<file path="config.mk">
export PLATFORM = sky130hd
export DESIGN_NAME = mcu_core_instruction_execute
export DESIGN_NICKNAME = d
export VERILOG_FILES = /design/src/exec_pkg.sv /design/src/mem_if.sv /design/src/data_mem.sv /design/src/exec_alu.sv /design/src/mcu_core_instruction_execute.sv
export SDC_FILE = /design/constraint.sdc
export NUM_CORES = 2
export LEC_CHECK = 0
export BUFFER_PORTS_ARGS = -buffer_cell sky130_fd_sc_hd__buf_2
export CAP_MARGIN = 20
export CORE_MARGIN = 5
export CORE_UTILIZATION = 45
export CTS_BUF_LIST = sky130_fd_sc_hd__clkbuf_4
export CTS_CLUSTER_SIZE = 16
export DETAILED_ROUTE_END_ITERATION = 10
export GPL_ROUTABILITY_DRIVEN = 0
export GPL_TIMING_DRIVEN = 0
export PLACE_DENSITY = 0.69
export SLEW_MARGIN = 10
export SYNTH_ARGS = -nofsm -noshare
export SYNTH_HDL_FRONTEND = slang
export SYNTH_HIERARCHICAL = 1
export SYNTH_SLANG_ARGS = --single-unit
</file>
<file path="constraint.sdc">
create_clock -name mclk -period 13.5 [get_ports mclk]
set_clock_uncertainty 0.05 [all_clocks]
set_input_delay 0.675 -clock mclk [delete_from_list [all_inputs] [get_ports mclk]]
set_output_delay 0.675 -clock mclk [all_outputs]
set_load 0.02 [all_outputs]
</file>
<file path="src/exec_pkg.sv">
// shared types and constants of the instruction execute datapath
package exec_pkg;

   // instructions accepted at the issue port
   typedef enum logic [4:0] {
      OP_BCD_ADJUST              = 5'h00,
      OP_SUBTRACT_ONE_MEM        = 5'h01,
      OP_SUBTRACT_ONE_TO_ACC     = 5'h02,
      OP_ADD_ONE_MEM             = 5'h03,
      OP_ADD_ONE_TO_ACC          = 5'h04,
      OP_POWER_DOWN              = 5'h05,
      OP_JUMP_ABSOLUTE           = 5'h06,
      OP_COPY_MEM_TO_ACC         = 5'h07,
      OP_COPY_IMM_TO_ACC         = 5'h08,
      OP_COPY_ACC_TO_MEM         = 5'h09,
      OP_IDLE_INSTRUCTION        = 5'h0A,
      OP_OR_MEM_TO_ACC           = 5'h0B,
      OP_OR_IMM_TO_ACC           = 5'h0C,
      OP_OR_TO_MEM               = 5'h0D,
      OP_SUBROUTINE_EXIT         = 5'h0E,
      OP_SUBROUTINE_EXIT_IMM     = 5'h0F,
      OP_INTERRUPT_EXIT          = 5'h10,
      OP_ROTATE_LEFT             = 5'h11,
      OP_ROTATE_LEFT_TO_ACC      = 5'h12,
      OP_ROTATE_LEFT_THRU_CARRY  = 5'h13,
      OP_ROTATE_LEFT_CARRY_ACC   = 5'h14,
      OP_ROTATE_RIGHT            = 5'h15,
      OP_ROTATE_RIGHT_TO_ACC     = 5'h16,
      OP_ROTATE_RIGHT_THRU_CARRY = 5'h17,
      OP_ROTATE_RIGHT_CARRY_ACC  = 5'h18,
      OP_SUBTRACT_WITH_BORROW    = 5'h19
   } op_t;

   // sequencer states, gray along idle, execute, dummy
   typedef enum logic [1:0] {
      S_IDLE  = 2'h0,
      S_EXEC  = 2'h1,
      S_DUMMY = 2'h3,
      S_HALT  = 2'h2
   } state_t;

   localparam int          PC_W           = 16;
   localparam logic [3:0]  BCD_NIBBLE_MAX = 4'h9;
   localparam logic [3:0]  BCD_FIX        = 4'h6;
   localparam logic [7:0]  ACC_RST        = 8'h00;
   localparam logic        FLAG_RST       = 1'b0;
   localparam logic        GIE_RST        = 1'b0;
   localparam logic [15:0] PC_RST         = 16'h0000;
   localparam logic [15:0] PC_STEP        = 16'h0001;
   localparam logic [7:0]  BYTE_ONE       = 8'h01;

endpackage

</file>
<file path="src/mem_if.sv">
// data memory access bundle between sequencer and memory
`timescale 1ns/1ps
interface mem_if #(parameter int AW = 8);
   logic          wr;
   logic [AW-1:0] addr;
   logic [7:0]    wdata;
   logic [7:0]    rdata;
   modport ctrl (output wr, output addr, output wdata, input rdata);
   modport mem  (input wr, input addr, input wdata, output rdata);
endinterface

</file>
<file path="src/data_mem.sv">
// byte wide data memory with registered read
`timescale 1ns/1ps
module data_mem #(
   parameter int AW = 8
) (
   input wire logic mclk,
   mem_if.mem       port
);
   logic [7:0] store [0:(1<<AW)-1];
   logic [7:0] rdata_r;

   // contents are retained, never reset; read-before-write
   always_ff @(posedge mclk) begin
      if (port.wr) begin
         store[port.addr] <= port.wdata;
      end
      rdata_r <= store[port.addr];
   end

   assign port.rdata = rdata_r;
endmodule

</file>
<file path="src/exec_alu.sv">
// combinational result and flag logic of the execute stage
`timescale 1ns/1ps
module exec_alu
   import exec_pkg::*;
(
   input  wire op_t        op,
   input  wire logic [7:0] acc,
   input  wire logic [7:0] mem,
   input  wire logic [7:0] imm,
   input  wire logic       cIn,
   input  wire logic       acIn,
   input  wire logic       zIn,
   output logic [7:0]      res,
   output logic            wrAcc,
   output logic            wrMem,
   output logic            updC,
   output logic            updZ,
   output logic            updArith,
   output logic            cOut,
   output logic            acOut,
   output logic            zOut,
   output logic            ovOut,
   output logic            scOut,
   output logic            czOut
);
   // bcd correction terms
   wire       loFix   = (acc[3:0] > BCD_NIBBLE_MAX) || acIn;
   wire       hiFix   = (acc[7:4] > BCD_NIBBLE_MAX) || cIn;
   wire [7:0] corr    = {hiFix ? BCD_FIX : 4'h0, loFix ? BCD_FIX : 4'h0};
   wire [8:0] bcdSum  = {1'b0, acc} + {1'b0, corr};
   // subtract with borrow, borrow is the inverted carry
   wire [8:0] diff    = {1'b0, acc} - {1'b0, mem} - {8'h00, ~cIn};
   wire [4:0] loDiff  = {1'b0, acc[3:0]} - {1'b0, mem[3:0]} - {4'h0, ~cIn};
   wire       sbcOv   = (acc[7] ^ mem[7]) & (acc[7] ^ diff[7]);
   // other operand paths
   wire [7:0] incVal  = mem + BYTE_ONE;
   wire [7:0] decVal  = mem - BYTE_ONE;
   wire [7:0] rotL    = {mem[6:0], mem[7]};
   wire [7:0] rotLc   = {mem[6:0], cIn};
   wire [7:0] rotR    = {mem[0], mem[7:1]};
   wire [7:0] rotRc   = {cIn, mem[7:1]};

   // fixed flag results
   assign zOut  = (res == 8'h00);
   assign acOut = ~loDiff[4];
   assign ovOut = sbcOv;
   assign scOut = sbcOv ^ diff[7];
   assign czOut = (diff[7:0] == 8'h00) & zIn;

   // per instruction result, destination and flag update
   always_comb begin
      res      = acc;
      wrAcc    = 1'b0;
      wrMem    = 1'b0;
      updC     = 1'b0;
      updZ     = 1'b0;
      updArith = 1'b0;
      cOut     = cIn;
      unique case (op)
         OP_BCD_ADJUST: begin
            res   = bcdSum[7:0];
            wrMem = 1'b1;
            updC  = 1'b1;
            cOut  = hiFix | bcdSum[8];
         end
         OP_SUBTRACT_ONE_MEM: begin
            res   = decVal;
            wrMem = 1'b1;
            updZ  = 1'b1;
         end
         OP_SUBTRACT_ONE_TO_ACC: begin
            res   = decVal;
            wrAcc = 1'b1;
            updZ  = 1'b1;
         end
         OP_ADD_ONE_MEM: begin
            res   = incVal;
            wrMem = 1'b1;
            updZ  = 1'b1;
         end
         OP_ADD_ONE_TO_ACC: begin
            res   = incVal;
            wrAcc = 1'b1;
            updZ  = 1'b1;
         end
         OP_COPY_MEM_TO_ACC: begin
            res   = mem;
            wrAcc = 1'b1;
         end
         OP_COPY_IMM_TO_ACC, OP_SUBROUTINE_EXIT_IMM: begin
            res   = imm;
            wrAcc = 1'b1;
         end
         OP_COPY_ACC_TO_MEM: begin
            res   = acc;
            wrMem = 1'b1;
         end
         OP_OR_MEM_TO_ACC: begin
            res   = acc | mem;
            wrAcc = 1'b1;
            updZ  = 1'b1;
         end
         OP_OR_IMM_TO_ACC: begin
            res   = acc | imm;
            wrAcc = 1'b1;
            updZ  = 1'b1;
         end
         OP_OR_TO_MEM: begin
            res   = acc | mem;
            wrMem = 1'b1;
            updZ  = 1'b1;
         end
         OP_ROTATE_LEFT, OP_ROTATE_LEFT_TO_ACC: begin
            res   = rotL;
            wrMem = (op == OP_ROTATE_LEFT);
            wrAcc = (op == OP_ROTATE_LEFT_TO_ACC);
         end
         OP_ROTATE_LEFT_THRU_CARRY, OP_ROTATE_LEFT_CARRY_ACC: begin
            res   = rotLc;
            wrMem = (op == OP_ROTATE_LEFT_THRU_CARRY);
            wrAcc = (op == OP_ROTATE_LEFT_CARRY_ACC);
            updC  = 1'b1;
            cOut  = mem[7];
         end
         OP_ROTATE_RIGHT, OP_ROTATE_RIGHT_TO_ACC: begin
            res   = rotR;
            wrMem = (op == OP_ROTATE_RIGHT);
            wrAcc = (op == OP_ROTATE_RIGHT_TO_ACC);
         end
         OP_ROTATE_RIGHT_THRU_CARRY, OP_ROTATE_RIGHT_CARRY_ACC: begin
            res   = rotRc;
            wrMem = (op == OP_ROTATE_RIGHT_THRU_CARRY);
            wrAcc = (op == OP_ROTATE_RIGHT_CARRY_ACC);
            updC  = 1'b1;
            cOut  = mem[0];
         end
         OP_SUBTRACT_WITH_BORROW: begin
            res      = diff[7:0];
            wrAcc    = 1'b1;
            updC     = 1'b1;
            updZ     = 1'b1;
            updArith = 1'b1;
            cOut     = ~diff[8];
         end
         default: begin
            res = acc;                                    // no data effect: jump, plain and interrupt exits, power down, idle
         end
      endcase
   end
endmodule

</file>
<file path="src/mcu_core_instruction_execute.sv">
// execute sequencer, accumulator, status flags and program counter update
`timescale 1ns/1ps
// Contract
// - bcd adjust adds 6 to low nibble
// - bcd adjust adds 6 to high nibble
// - bcd result to memory, carry only
// - decrement to memory or acc, zero flag
// - increment to memory or acc, zero flag
// - power down stops, clears watchdog, retains data
// - power down sets pdf, clears timeout
// - jump loads pc, two cycles, no flags
// - copies move bytes, no flags
// - idle instruction only advances pc
// - or variants update zero only
// - subroutine exit pops pc, optional immediate
// - interrupt exit pops pc, sets enable
// - pending interrupt serviced before resuming
// - rotate left wraps bit 7
// - rotate left through carry
// - rotate right wraps bit 0
// - rotate right through carry
// - subtract with borrow and arithmetic flags
module mcu_core_instruction_execute
   import exec_pkg::*;
#(
   parameter int AW = 8
) (
   input  wire logic            mclk,
   input  wire logic            rst,
   input  wire logic            opValid,
   input  wire op_t             opCode,
   input  wire logic [AW-1:0]   opAddr,
   input  wire logic [7:0]      opImm,
   input  wire logic [PC_W-1:0] opTarget,
   input  wire logic [PC_W-1:0] stackTop,
   input  wire logic            intPending,
   input  wire logic            wakeEvent,
   input  wire logic            watchdogExpired,
   input  wire logic            loadWr,
   input  wire logic [AW-1:0]   loadAddr,
   input  wire logic [7:0]      loadData,
   output logic                 opReady,
   output logic                 opDone,
   output logic [7:0]           accOut,
   output logic                 carry,
   output logic                 halfCarry,
   output logic                 zero,
   output logic                 overflow,
   output logic                 signedCarry,
   output logic                 chainedZero,
   output logic                 powerDownFlag,
   output logic                 watchdogTimeoutFlag,
   output logic                 globalIntEnable,
   output logic [PC_W-1:0]      pcOut,
   output logic                 stackPop,
   output logic                 intService,
   output logic                 watchdogClear,
   output logic                 sysClockOff,
   output logic                 memWrStrobe,
   output logic [AW-1:0]        memWrAddr,
   output logic [7:0]           memWrData
);
   state_t            st_r, st_nxt;
   op_t               op_r;
   logic [AW-1:0]     addr_r;
   logic [7:0]        imm_r;
   logic [PC_W-1:0]   target_r;
   logic [7:0]        acc_r, acc_nxt;
   logic              c_r, ac_r, z_r, ov_r, sc_r, cz_r;
   logic              pdf_r, pdf_nxt, wto_r, wto_nxt, gie_r, gie_nxt;
   logic [PC_W-1:0]   pc_r, pc_nxt;
   logic              wrStb_r;
   logic [AW-1:0]     wrAddr_r;
   logic [7:0]        wrData_r;
   logic [7:0]        res;
   logic              wrAcc, wrMem, updC, updZ, updArith;
   logic              cOut, acOut, zOut, ovOut, scOut, czOut;

   mem_if #(.AW(AW)) dm ();

   data_mem #(.AW(AW)) u_mem (
      .mclk (mclk),
      .port (dm)
   );

   exec_alu u_alu (
      .op       (op_r),
      .acc      (acc_r),
      .mem      (dm.rdata),
      .imm      (imm_r),
      .cIn      (c_r),
      .acIn     (ac_r),
      .zIn      (z_r),
      .res      (res),
      .wrAcc    (wrAcc),
      .wrMem    (wrMem),
      .updC     (updC),
      .updZ     (updZ),
      .updArith (updArith),
      .cOut     (cOut),
      .acOut    (acOut),
      .zOut     (zOut),
      .ovOut    (ovOut),
      .scOut    (scOut),
      .czOut    (czOut)
   );

   // decode of sequencer conditions
   wire accept    = (st_r == S_IDLE) && opValid;
   wire loadTake  = (st_r == S_IDLE) && !opValid && loadWr;
   wire exe       = (st_r == S_EXEC);
   wire isJump    = (op_r == OP_JUMP_ABSOLUTE);
   wire isExit    = (op_r == OP_SUBROUTINE_EXIT) || (op_r == OP_SUBROUTINE_EXIT_IMM);
   wire isIntExit = (op_r == OP_INTERRUPT_EXIT);
   wire isHalt    = (op_r == OP_POWER_DOWN);
   wire twoCycle  = isJump || isExit || isIntExit;
   wire [PC_W-1:0] pcNext = pc_r + PC_STEP;                   // full width, wraps at the top

   // memory port: issue read on accept, write in execute
   assign dm.wr    = (exe && wrMem) || loadTake;
   assign dm.addr  = exe ? addr_r : (accept ? opAddr : loadAddr);
   assign dm.wdata = exe ? res : loadData;

   // next state
   always_comb begin
      st_nxt = st_r;
      unique case (st_r)
         S_IDLE:  st_nxt = accept ? S_EXEC : S_IDLE;
         S_EXEC:  st_nxt = isHalt ? S_HALT : (twoCycle ? S_DUMMY : S_IDLE);
         S_DUMMY: st_nxt = S_IDLE;
         S_HALT:  st_nxt = wakeEvent ? S_IDLE : S_HALT;
      endcase
   end

   // accumulator, program counter, control flags
   assign acc_nxt = (exe && wrAcc) ? res : acc_r;
   assign pc_nxt  = !exe ? pc_r :
                    isJump ? target_r :
                    (isExit || isIntExit) ? stackTop :
                    isHalt ? pc_r : pcNext;
   assign gie_nxt = (exe && isIntExit) ? 1'b1 : gie_r;
   assign pdf_nxt = (exe && isHalt) ? 1'b1 : pdf_r;
   // a timeout in the same cycle as the clear wins
   assign wto_nxt = watchdogExpired ? 1'b1 : ((exe && isHalt) ? 1'b0 : wto_r);

   always_ff @(posedge mclk) begin
      if (rst) begin
         st_r <= S_IDLE;
         pc_r <= PC_RST;
      end else begin
         st_r <= st_nxt;
         pc_r <= (st_r == S_HALT && wakeEvent) ? pcNext : pc_nxt;
      end
   end

   // capture of the issued instruction
   always_ff @(posedge mclk) begin
      if (rst) begin
         op_r     <= OP_IDLE_INSTRUCTION;
         addr_r   <= '0;
         imm_r    <= 8'h00;
         target_r <= PC_RST;
      end else if (accept) begin
         op_r     <= opCode;
         addr_r   <= opAddr;
         imm_r    <= opImm;
         target_r <= opTarget;
      end
   end

   // accumulator and status flags
   always_ff @(posedge mclk) begin
      if (rst) begin
         acc_r <= ACC_RST;
         c_r   <= FLAG_RST;
         z_r   <= FLAG_RST;
         ac_r  <= FLAG_RST;
         ov_r  <= FLAG_RST;
         sc_r  <= FLAG_RST;
         cz_r  <= FLAG_RST;
         pdf_r <= FLAG_RST;
         wto_r <= FLAG_RST;
         gie_r <= GIE_RST;
      end else begin
         acc_r <= acc_nxt;
         c_r   <= (exe && updC) ? cOut : c_r;
         z_r   <= (exe && updZ) ? zOut : z_r;
         ac_r  <= (exe && updArith) ? acOut : ac_r;
         ov_r  <= (exe && updArith) ? ovOut : ov_r;
         sc_r  <= (exe && updArith) ? scOut : sc_r;
         cz_r  <= (exe && updArith) ? czOut : cz_r;
         pdf_r <= pdf_nxt;
         wto_r <= wto_nxt;
         gie_r <= gie_nxt;
      end
   end

   // registered copy of each memory write for observation
   always_ff @(posedge mclk) begin
      if (rst) begin
         wrStb_r  <= 1'b0;
         wrAddr_r <= '0;
         wrData_r <= 8'h00;
      end else begin
         wrStb_r  <= dm.wr;
         wrAddr_r <= dm.addr;
         wrData_r <= dm.wdata;
      end
   end

   // output drive
   assign opReady             = (st_r == S_IDLE);
   assign opDone              = (exe && !twoCycle) || (st_r == S_DUMMY);
   assign stackPop            = exe && (isExit || isIntExit);
   assign intService          = (st_r == S_DUMMY) && isIntExit && intPending;
   assign watchdogClear       = exe && isHalt;
   assign sysClockOff         = (st_r == S_HALT);
   assign accOut              = acc_r;
   assign carry               = c_r;
   assign halfCarry           = ac_r;
   assign zero                = z_r;
   assign overflow            = ov_r;
   assign signedCarry         = sc_r;
   assign chainedZero         = cz_r;
   assign powerDownFlag       = pdf_r;
   assign watchdogTimeoutFlag = wto_r;
   assign globalIntEnable     = gie_r;
   assign pcOut               = pc_r;
   assign memWrStrobe         = wrStb_r;
   assign memWrAddr           = wrAddr_r;
   assign memWrData           = wrData_r;
endmodule

</file>
* Yosys cells after proc, flatten, opt, wreduce, memory -nomap -nowiden
Memories as Yosys holds them, arrays and structs flattened. A register that Yosys moved wholly into a read port is not among the register bits.
Index checks and enable logic that the tools add are counted.
** Word-level totals
- Register bits :: 89
- Memory bits (writable) :: 2048
- Bits of input ports :: 76
- Output and inout bits :: 56
- Logic and storage cells :: 141
- Memories kept :: 1
** Operators by class
- $add $sub $neg :: 8
- Order comparisons :: 2
- Equality and inequality tests :: 28
- Muxes and demuxes :: 26
- Bitwise logic cells :: 11
- Reductions and logical operators :: 46
** Memory list
- u_mem.store :: depth 256, bits a word 8, rd ports 1, clocked after memory_dff 1, wr ports 1, RTL line data_mem.sv:9 : logic [7:0] store [0:(1<<AW)-1];
** Operators by type and width (number)
- 8-bit case mux with 12 select lines :: 1
- 16-bit two-way mux :: 5
- 5-bit == test (second input constant) :: 10
- 5-bit by 4-bit == test with 1-bit output (second input constant) :: 7
- 8-bit two-way mux :: 3
- 5-bit by 3-bit == test with 1-bit output (second input constant) :: 4
- 16-bit by 1-bit adder with 16-bit output (second input constant) :: 1
- 8-bit logical NOT :: 2
- 8-bit OR :: 2
- 2-bit OR reduction :: 8
- 8-bit OR reduction :: 2
- 1-bit logical AND :: 15
- 5-bit by 2-bit == test with 1-bit output (second input constant) :: 2
- 1-bit case mux with 5 select lines :: 2
- 8-bit by 8-bit adder with 9-bit output :: 1
- 8-bit by 8-bit subtractor with 9-bit output :: 1
- 9-bit by 1-bit subtractor with 9-bit output :: 1
- 8-bit by 1-bit adder with 8-bit output (second input constant) :: 1
- 4-bit greater-than comparator (second input constant) :: 2
- 1-bit logical OR :: 8
- 1-bit two-way mux :: 8
- 2-bit case mux with 4 select lines :: 1
- 8-bit by 1-bit subtractor with 8-bit output (second input constant) :: 1
- 2-bit two-way mux :: 3
- 20 further kinds :: 30

* Longest topological paths before layout
- Depth after elaboration :: 7
- Mapped depth :: 16
- Gate-level depth less buffers :: 13

* Modules after synthesis
Netlist, hierarchy kept.
** Modules (own cells, without submodules)
- data_mem :: instances 1, cells each 3547, area each 78492.8 um^2, sequential area each 61659.1 um^2
- mcu_core_instruction_execute :: instances 1, cells each 501, area each 3991.3 um^2, sequential area each 1781.7 um^2
- exec_alu :: instances 1, cells each 325, area each 2303.5 um^2, sequential area each 0.0 um^2

* Worst setup path after synthesis
OpenSTA, ideal clock, no wires.
- Path kind :: register to register
- Start point :: reg op_r[1]
- End point :: mem u_mem.store[0][6], data pin
- Library setup time :: 0.825 ns
- Arrival :: 5.740 ns
- Required time :: 12.625 ns
- Slack :: 6.886 ns
- Cell stages (with the launch flop) :: 13
- Path buffers :: 2
- Period minus slack after synthesis :: 6.614 ns
- Cell sequence :: dfxtp_1 > and3b_1 > buf_6 > o21ai_4 > buf_6 > ha_1 > or3b_2 > a2111oi_1 > a2111oi_2 > nand4_1 > o41a_1 > nand2_1 > nand2_1
** Between the ends
- Word-level cells in the longest chain between the ends :: 4
- Elaborated cells on any way between the ends :: 30
- Classes of those cells :: eq/ne (19); mux (2); reduce/logical (9)
** RTL lines
- start: declaration :: RTL line mcu_core_instruction_execute.sv:64 : op_t op_r;
- start signal: assignment :: RTL line mcu_core_instruction_execute.sv:164 : op_r <= opCode;
- 5-bit == test (tied with other cells) :: RTL line exec_alu.sv:59 : unique case (op)
- 2-bit OR reduction, on equally long branches
- 8-bit case mux with 12 select lines (*) :: RTL line exec_alu.sv:59
- named net res[6] :: RTL line mcu_core_instruction_execute.sv:75 : logic [7:0] res;
- 8-bit two-way mux (*) :: RTL line mcu_core_instruction_execute.sv:122 : assign dm.wdata = exe ? res : loadData;
- named net dm.wdata[6] :: RTL line mem_if.sv:6 : logic [7:0] wdata;
- end: declaration :: RTL line data_mem.sv:9
Mark *: on every way through the listed nets, which the timed path passes. The rest lies on a longest branch.

* Final worst setup path
- Start point :: reg st_r[0]
- End point :: mem u_mem.store[36][4] (enable)
** Between the ends
- Elaborated cells on any way between the ends :: 11
- Classes of those cells :: eq/ne (1); mux (4); reduce/logical (6)
** RTL lines
- start: declaration :: RTL line mcu_core_instruction_execute.sv:63 : state_t st_r, st_nxt;
- start signal: assignment :: RTL line mcu_core_instruction_execute.sv:151 : st_r <= st_nxt;
- 2-bit logical NOT :: RTL line mcu_core_instruction_execute.sv:109 : wire accept = (st_r == S_IDLE) && opValid;
- 1-bit logical AND :: RTL line mcu_core_instruction_execute.sv:109
- 8-bit two-way mux :: RTL line mcu_core_instruction_execute.sv:121 : assign dm.addr = exe ? addr_r : (accept ? opAddr : loadAddr);
- 8-bit two-way mux (*) :: RTL line mcu_core_instruction_execute.sv:121
- named net dm.addr[2] :: RTL line mem_if.sv:5 : logic [AW-1:0] addr;
Marked as above.

==> metrics.md <==
| Metric | Value |
|---|---|
| Status | `finished clean` |
| RSZ-0062 raised after global routing | `no` |
| P&R area growth vs syn | `15.4%` |
| Latest clock arrival within the worst-skew pair | `1.38 ns` |
| WP data arrival | `7.73 ns` |
| Most used DFF post-synth | `edfxtp_1` |
| Setup violations, final | `0` |
| Largest net degree at the start of global routing | `89` |
| WL final | `237 mm` |
| First-pass GRT wire length | `340 mm` |
| Clk buf depth | `4` |
| Mapped Area | `84800 um^2` |
| Post-Place Setup Slack | `6.81 ns` |
| Largest cells by area after synthesis | `edfxtp_1 (73%), mux4_2 (14%), a22oi_1 (2.3%)` |
| Share of cells above drive strength 1 | `30.5%` |
| DR vias/cell | `6.14` |
| Type of the most critical hold path | `primary input to register` |
| Min cycle time layout | `6.84 ns` |
| Nets | `5355` |
| Clock slew at reported path FFs | `0.06 ns` |
| Post-Syn Nets | `4475` |
| Setup Crit Path Kind | `register to register` |
| CP max FO | `10` |
| FMAX | `146 MHz` |
| Vias in the first global route | `49679` |
| Post-CTS Hold Buffers | `123` |
| Cell Count Post-Placement | `7061` |
| CP required | `14.39 ns` |
| Top Usage Layer GRT | `met2` |
| FF-to-FF setup slack | `6.66 ns` |
| Final Worst Setup Slack | `6.66 ns` |
| H-tree depth | `6` |
| CTS buffer count | `559` |
| Slew HR | `15.6%` |
| Post-synth cell types | `98` |
| Top Ports | `132` |
| Seq/Total Area, Yosys | `74.8%` |
| Root Buffer | `clkbuf_4` |
| Post-synthesis register bit count | `2145` |
| Crit start category | `register` |
| Initial Util | `45.2%` |
| Fill cells | `14695` |
| Tcrit/Tclk final | `50.7%` |
| Max-slew violation count | `0` |
| Routed Antenna Nets | `0` |
| HPWL Detailed | `156 mm` |
| Synth Instances | `4373` |
| Final Hold Viols | `0` |
| Resize count post-CTS | `0` |
| Peak VDD IR | `75.4 uV` |
| Routed len/inst | `29.3 um` |
| Row count | `159` |
| Die Ht | `444 um` |
| Residual DRC | `0` |
| Floorplan core area | `188000 um^2` |
| Static Leak | `31.5 nW` |
| Die area | `197000 um^2` |
| Post-synth ARST share | `0%` |
| Non-Filler Instances | `8099` |
| Global Route Usage Sum | `23.6%` |
| Setup Fix Bufs, Post-CTS | `0` |
| DR pass1 iterations | `7` |
| Power per cell area | `153 nW/um^2` |
| Area leader, netlist | `edfxtp_1` |
| Vias | `49691` |
| Die W | `444 um` |
| I/O Buffers | `130` |
| Syn. warnings | `6` |
| Clock sink count | `2145` |
| TritonCTS clock tree | `yes` |
| Syn Area/Cell | `19.4 um^2` |
| Initial antenna violation count | `9` |
| Number of enable flip-flop cells after synthesis | `2048` |
| M3 GR Usage | `6.91%` |
| Global Route met2 Usage | `36.3%` |
| Gr ovfl total | `0` |
| Maxcap violations | `0` |
| Worst Setup End Kind | `register` |
| Area share of the largest cell type after synthesis | `72.5%` |
| DR iter-0 viols | `6894` |
| Setup TNS | `0 ns` |
| Global-route met1 utilization | `31.4%` |
| Worst Max-Slew Pin Slew | `1.27 ns` |
-- sequential cells by signal, indices dropped and copies added, names as in the netlist, 2 cells and up --
| signal | flops |
|---|---|
| memWrAddr | 8 |
| op_r | 5 |
| accOut | 8 |
| target_r | 16 |
| pcOut | 16 |
| u_mem/store | 2048 |
| u_mem/port.rdata | 8 |
| memWrData | 8 |
| addr_r | 8 |
| imm_r | 8 |
| st_r | 2 |
-- worst max-delay path: stages, from the launching register on --
cell and delay, ns:
dfxtp_1 0.29, buf_2 0.17, nor2_1 0.24, and2_1 0.23, buf_2 0.25, nand2_1 0.11, a31oi_1 0.50, buf_2 0.36
nor2b_1 0.17, clkbuf_1 0.94, buf_2 0.54, buf_1 0.60, nand3_1 0.43, clkbuf_2 0.68, nor2_1 0.89
-- final timing paths --
kind / from / cells past startpoint / to
setup / recovery: st_r[0] / 14 / u_mem/store[36][4]
hold / removal: opValid / 5 / memWrAddr[7]
setup reg to reg: st_r[0] / 14 / u_mem/store[36][4]
hold reg to reg: overflow / 2 / overflow
-- cell usage in the layout (no fill, tap or decap), types with 30 or more instances in the layout --
master         Yosys  final
a21oi_1          211    211
a22oi_1          260    260
buf_1             30     30
buf_2             49    193
clkbuf_1         165    148
clkbuf_4           0    777
clkinv_1           0     69
dfxtp_1           97     97
dlygate4sd3_1      0    124
edfxtp_1        2048   2048
inv_1             43     43
mux4_2           512    512
nand2_1          185    177
nand3_1           53     53
nor2_1           283    283
nor3_1            43     31
o41ai_1           32     30
-- routing by layer --
layer | up-vias | routed length (um)
met5 | - | 7
met4 | 2 | 11700
met3 | 647 | 29500
met2 | 3529 | 110000
met1 | 25345 | 86000
li1 | 20168 | -
-- logic make-up (layout without fill, tap and decap cells) --
family                   count (synthesis)  after routing  synth area share [%]
AO/OA/AOI/OAI                          620            620                  5.03
XOR/XNOR                                23             23                 0.246
adder cells (fa/ha/maj)                 27             27                 0.424
buffers and inverters                  328           1537                  1.79
flip-flops                            2145           2145                  74.8
multiplexers                           540            540                  14.0
other                                    0             22                     0
AND/OR/NAND/NOR                        690            690                  3.73
-- power breakdown --
group          internal (mW)  switching [mW]
Sequential              7.43          0.0383
Clock                   2.95            2.56
Combinational          0.714            1.30
Total                   11.1            3.89
-- area by class of cell --
cell class | instances | area [um^2] | share of cell area (%)
Buffer | 284 | 1380 | 1.41
Timing Repair Buffer | 319 | 3010 | 3.07
Tap cell | 2495 | 3120 | 3.19
Multi-Input combinational cell | 1900 | 20000 | 20.4
Clock buffer | 776 | 5830 | 5.95
Sequential cell | 2145 | 63400 | 64.8
Clock inverter | 114 | 892 | 0.912
Antenna cell | 22 | 55.1 | 0.0563
Inverter | 44 | 165 | 0.169
-- synth_stat cells (all sizes together) (9+ instances only) --
| library cell | number |
|---|---|
| nand4 | 14 |
| a22oi | 262 |
| nor2 | 284 |
| dfxtp | 97 |
| nor3 | 44 |
| o41ai | 32 |
| nand2b | 16 |
| inv | 44 |
| o21ai | 24 |
| xnor2 | 15 |
| clkbuf | 166 |
| edfxtp | 2048 |
| nor2b | 16 |
| and2 | 20 |
| ha | 23 |
| a31oi | 14 |
| mux4 | 512 |
| mux2i | 19 |
| nand2 | 186 |
| mux2 | 9 |
| buf | 118 |
| a21oi | 212 |
| nand3 | 53 |
-- metrics by stage --
stage	hold WS (ns)	util, %	instance area, um^2	power (mW)
6_report	0.101	52.2	97900	15.0
5_1_grt	0.00310	52.1	97800	15.6
4_1_cts	0.00326	52.1	97800	15.1
3_5_place_dp	0.394	47.9	89800	9.55
3_3_place_gp	0.392	47.2	88600	9.61
2_1_floorplan	0.384	-	84800	8.83
(Power assumes the default switching activity.)
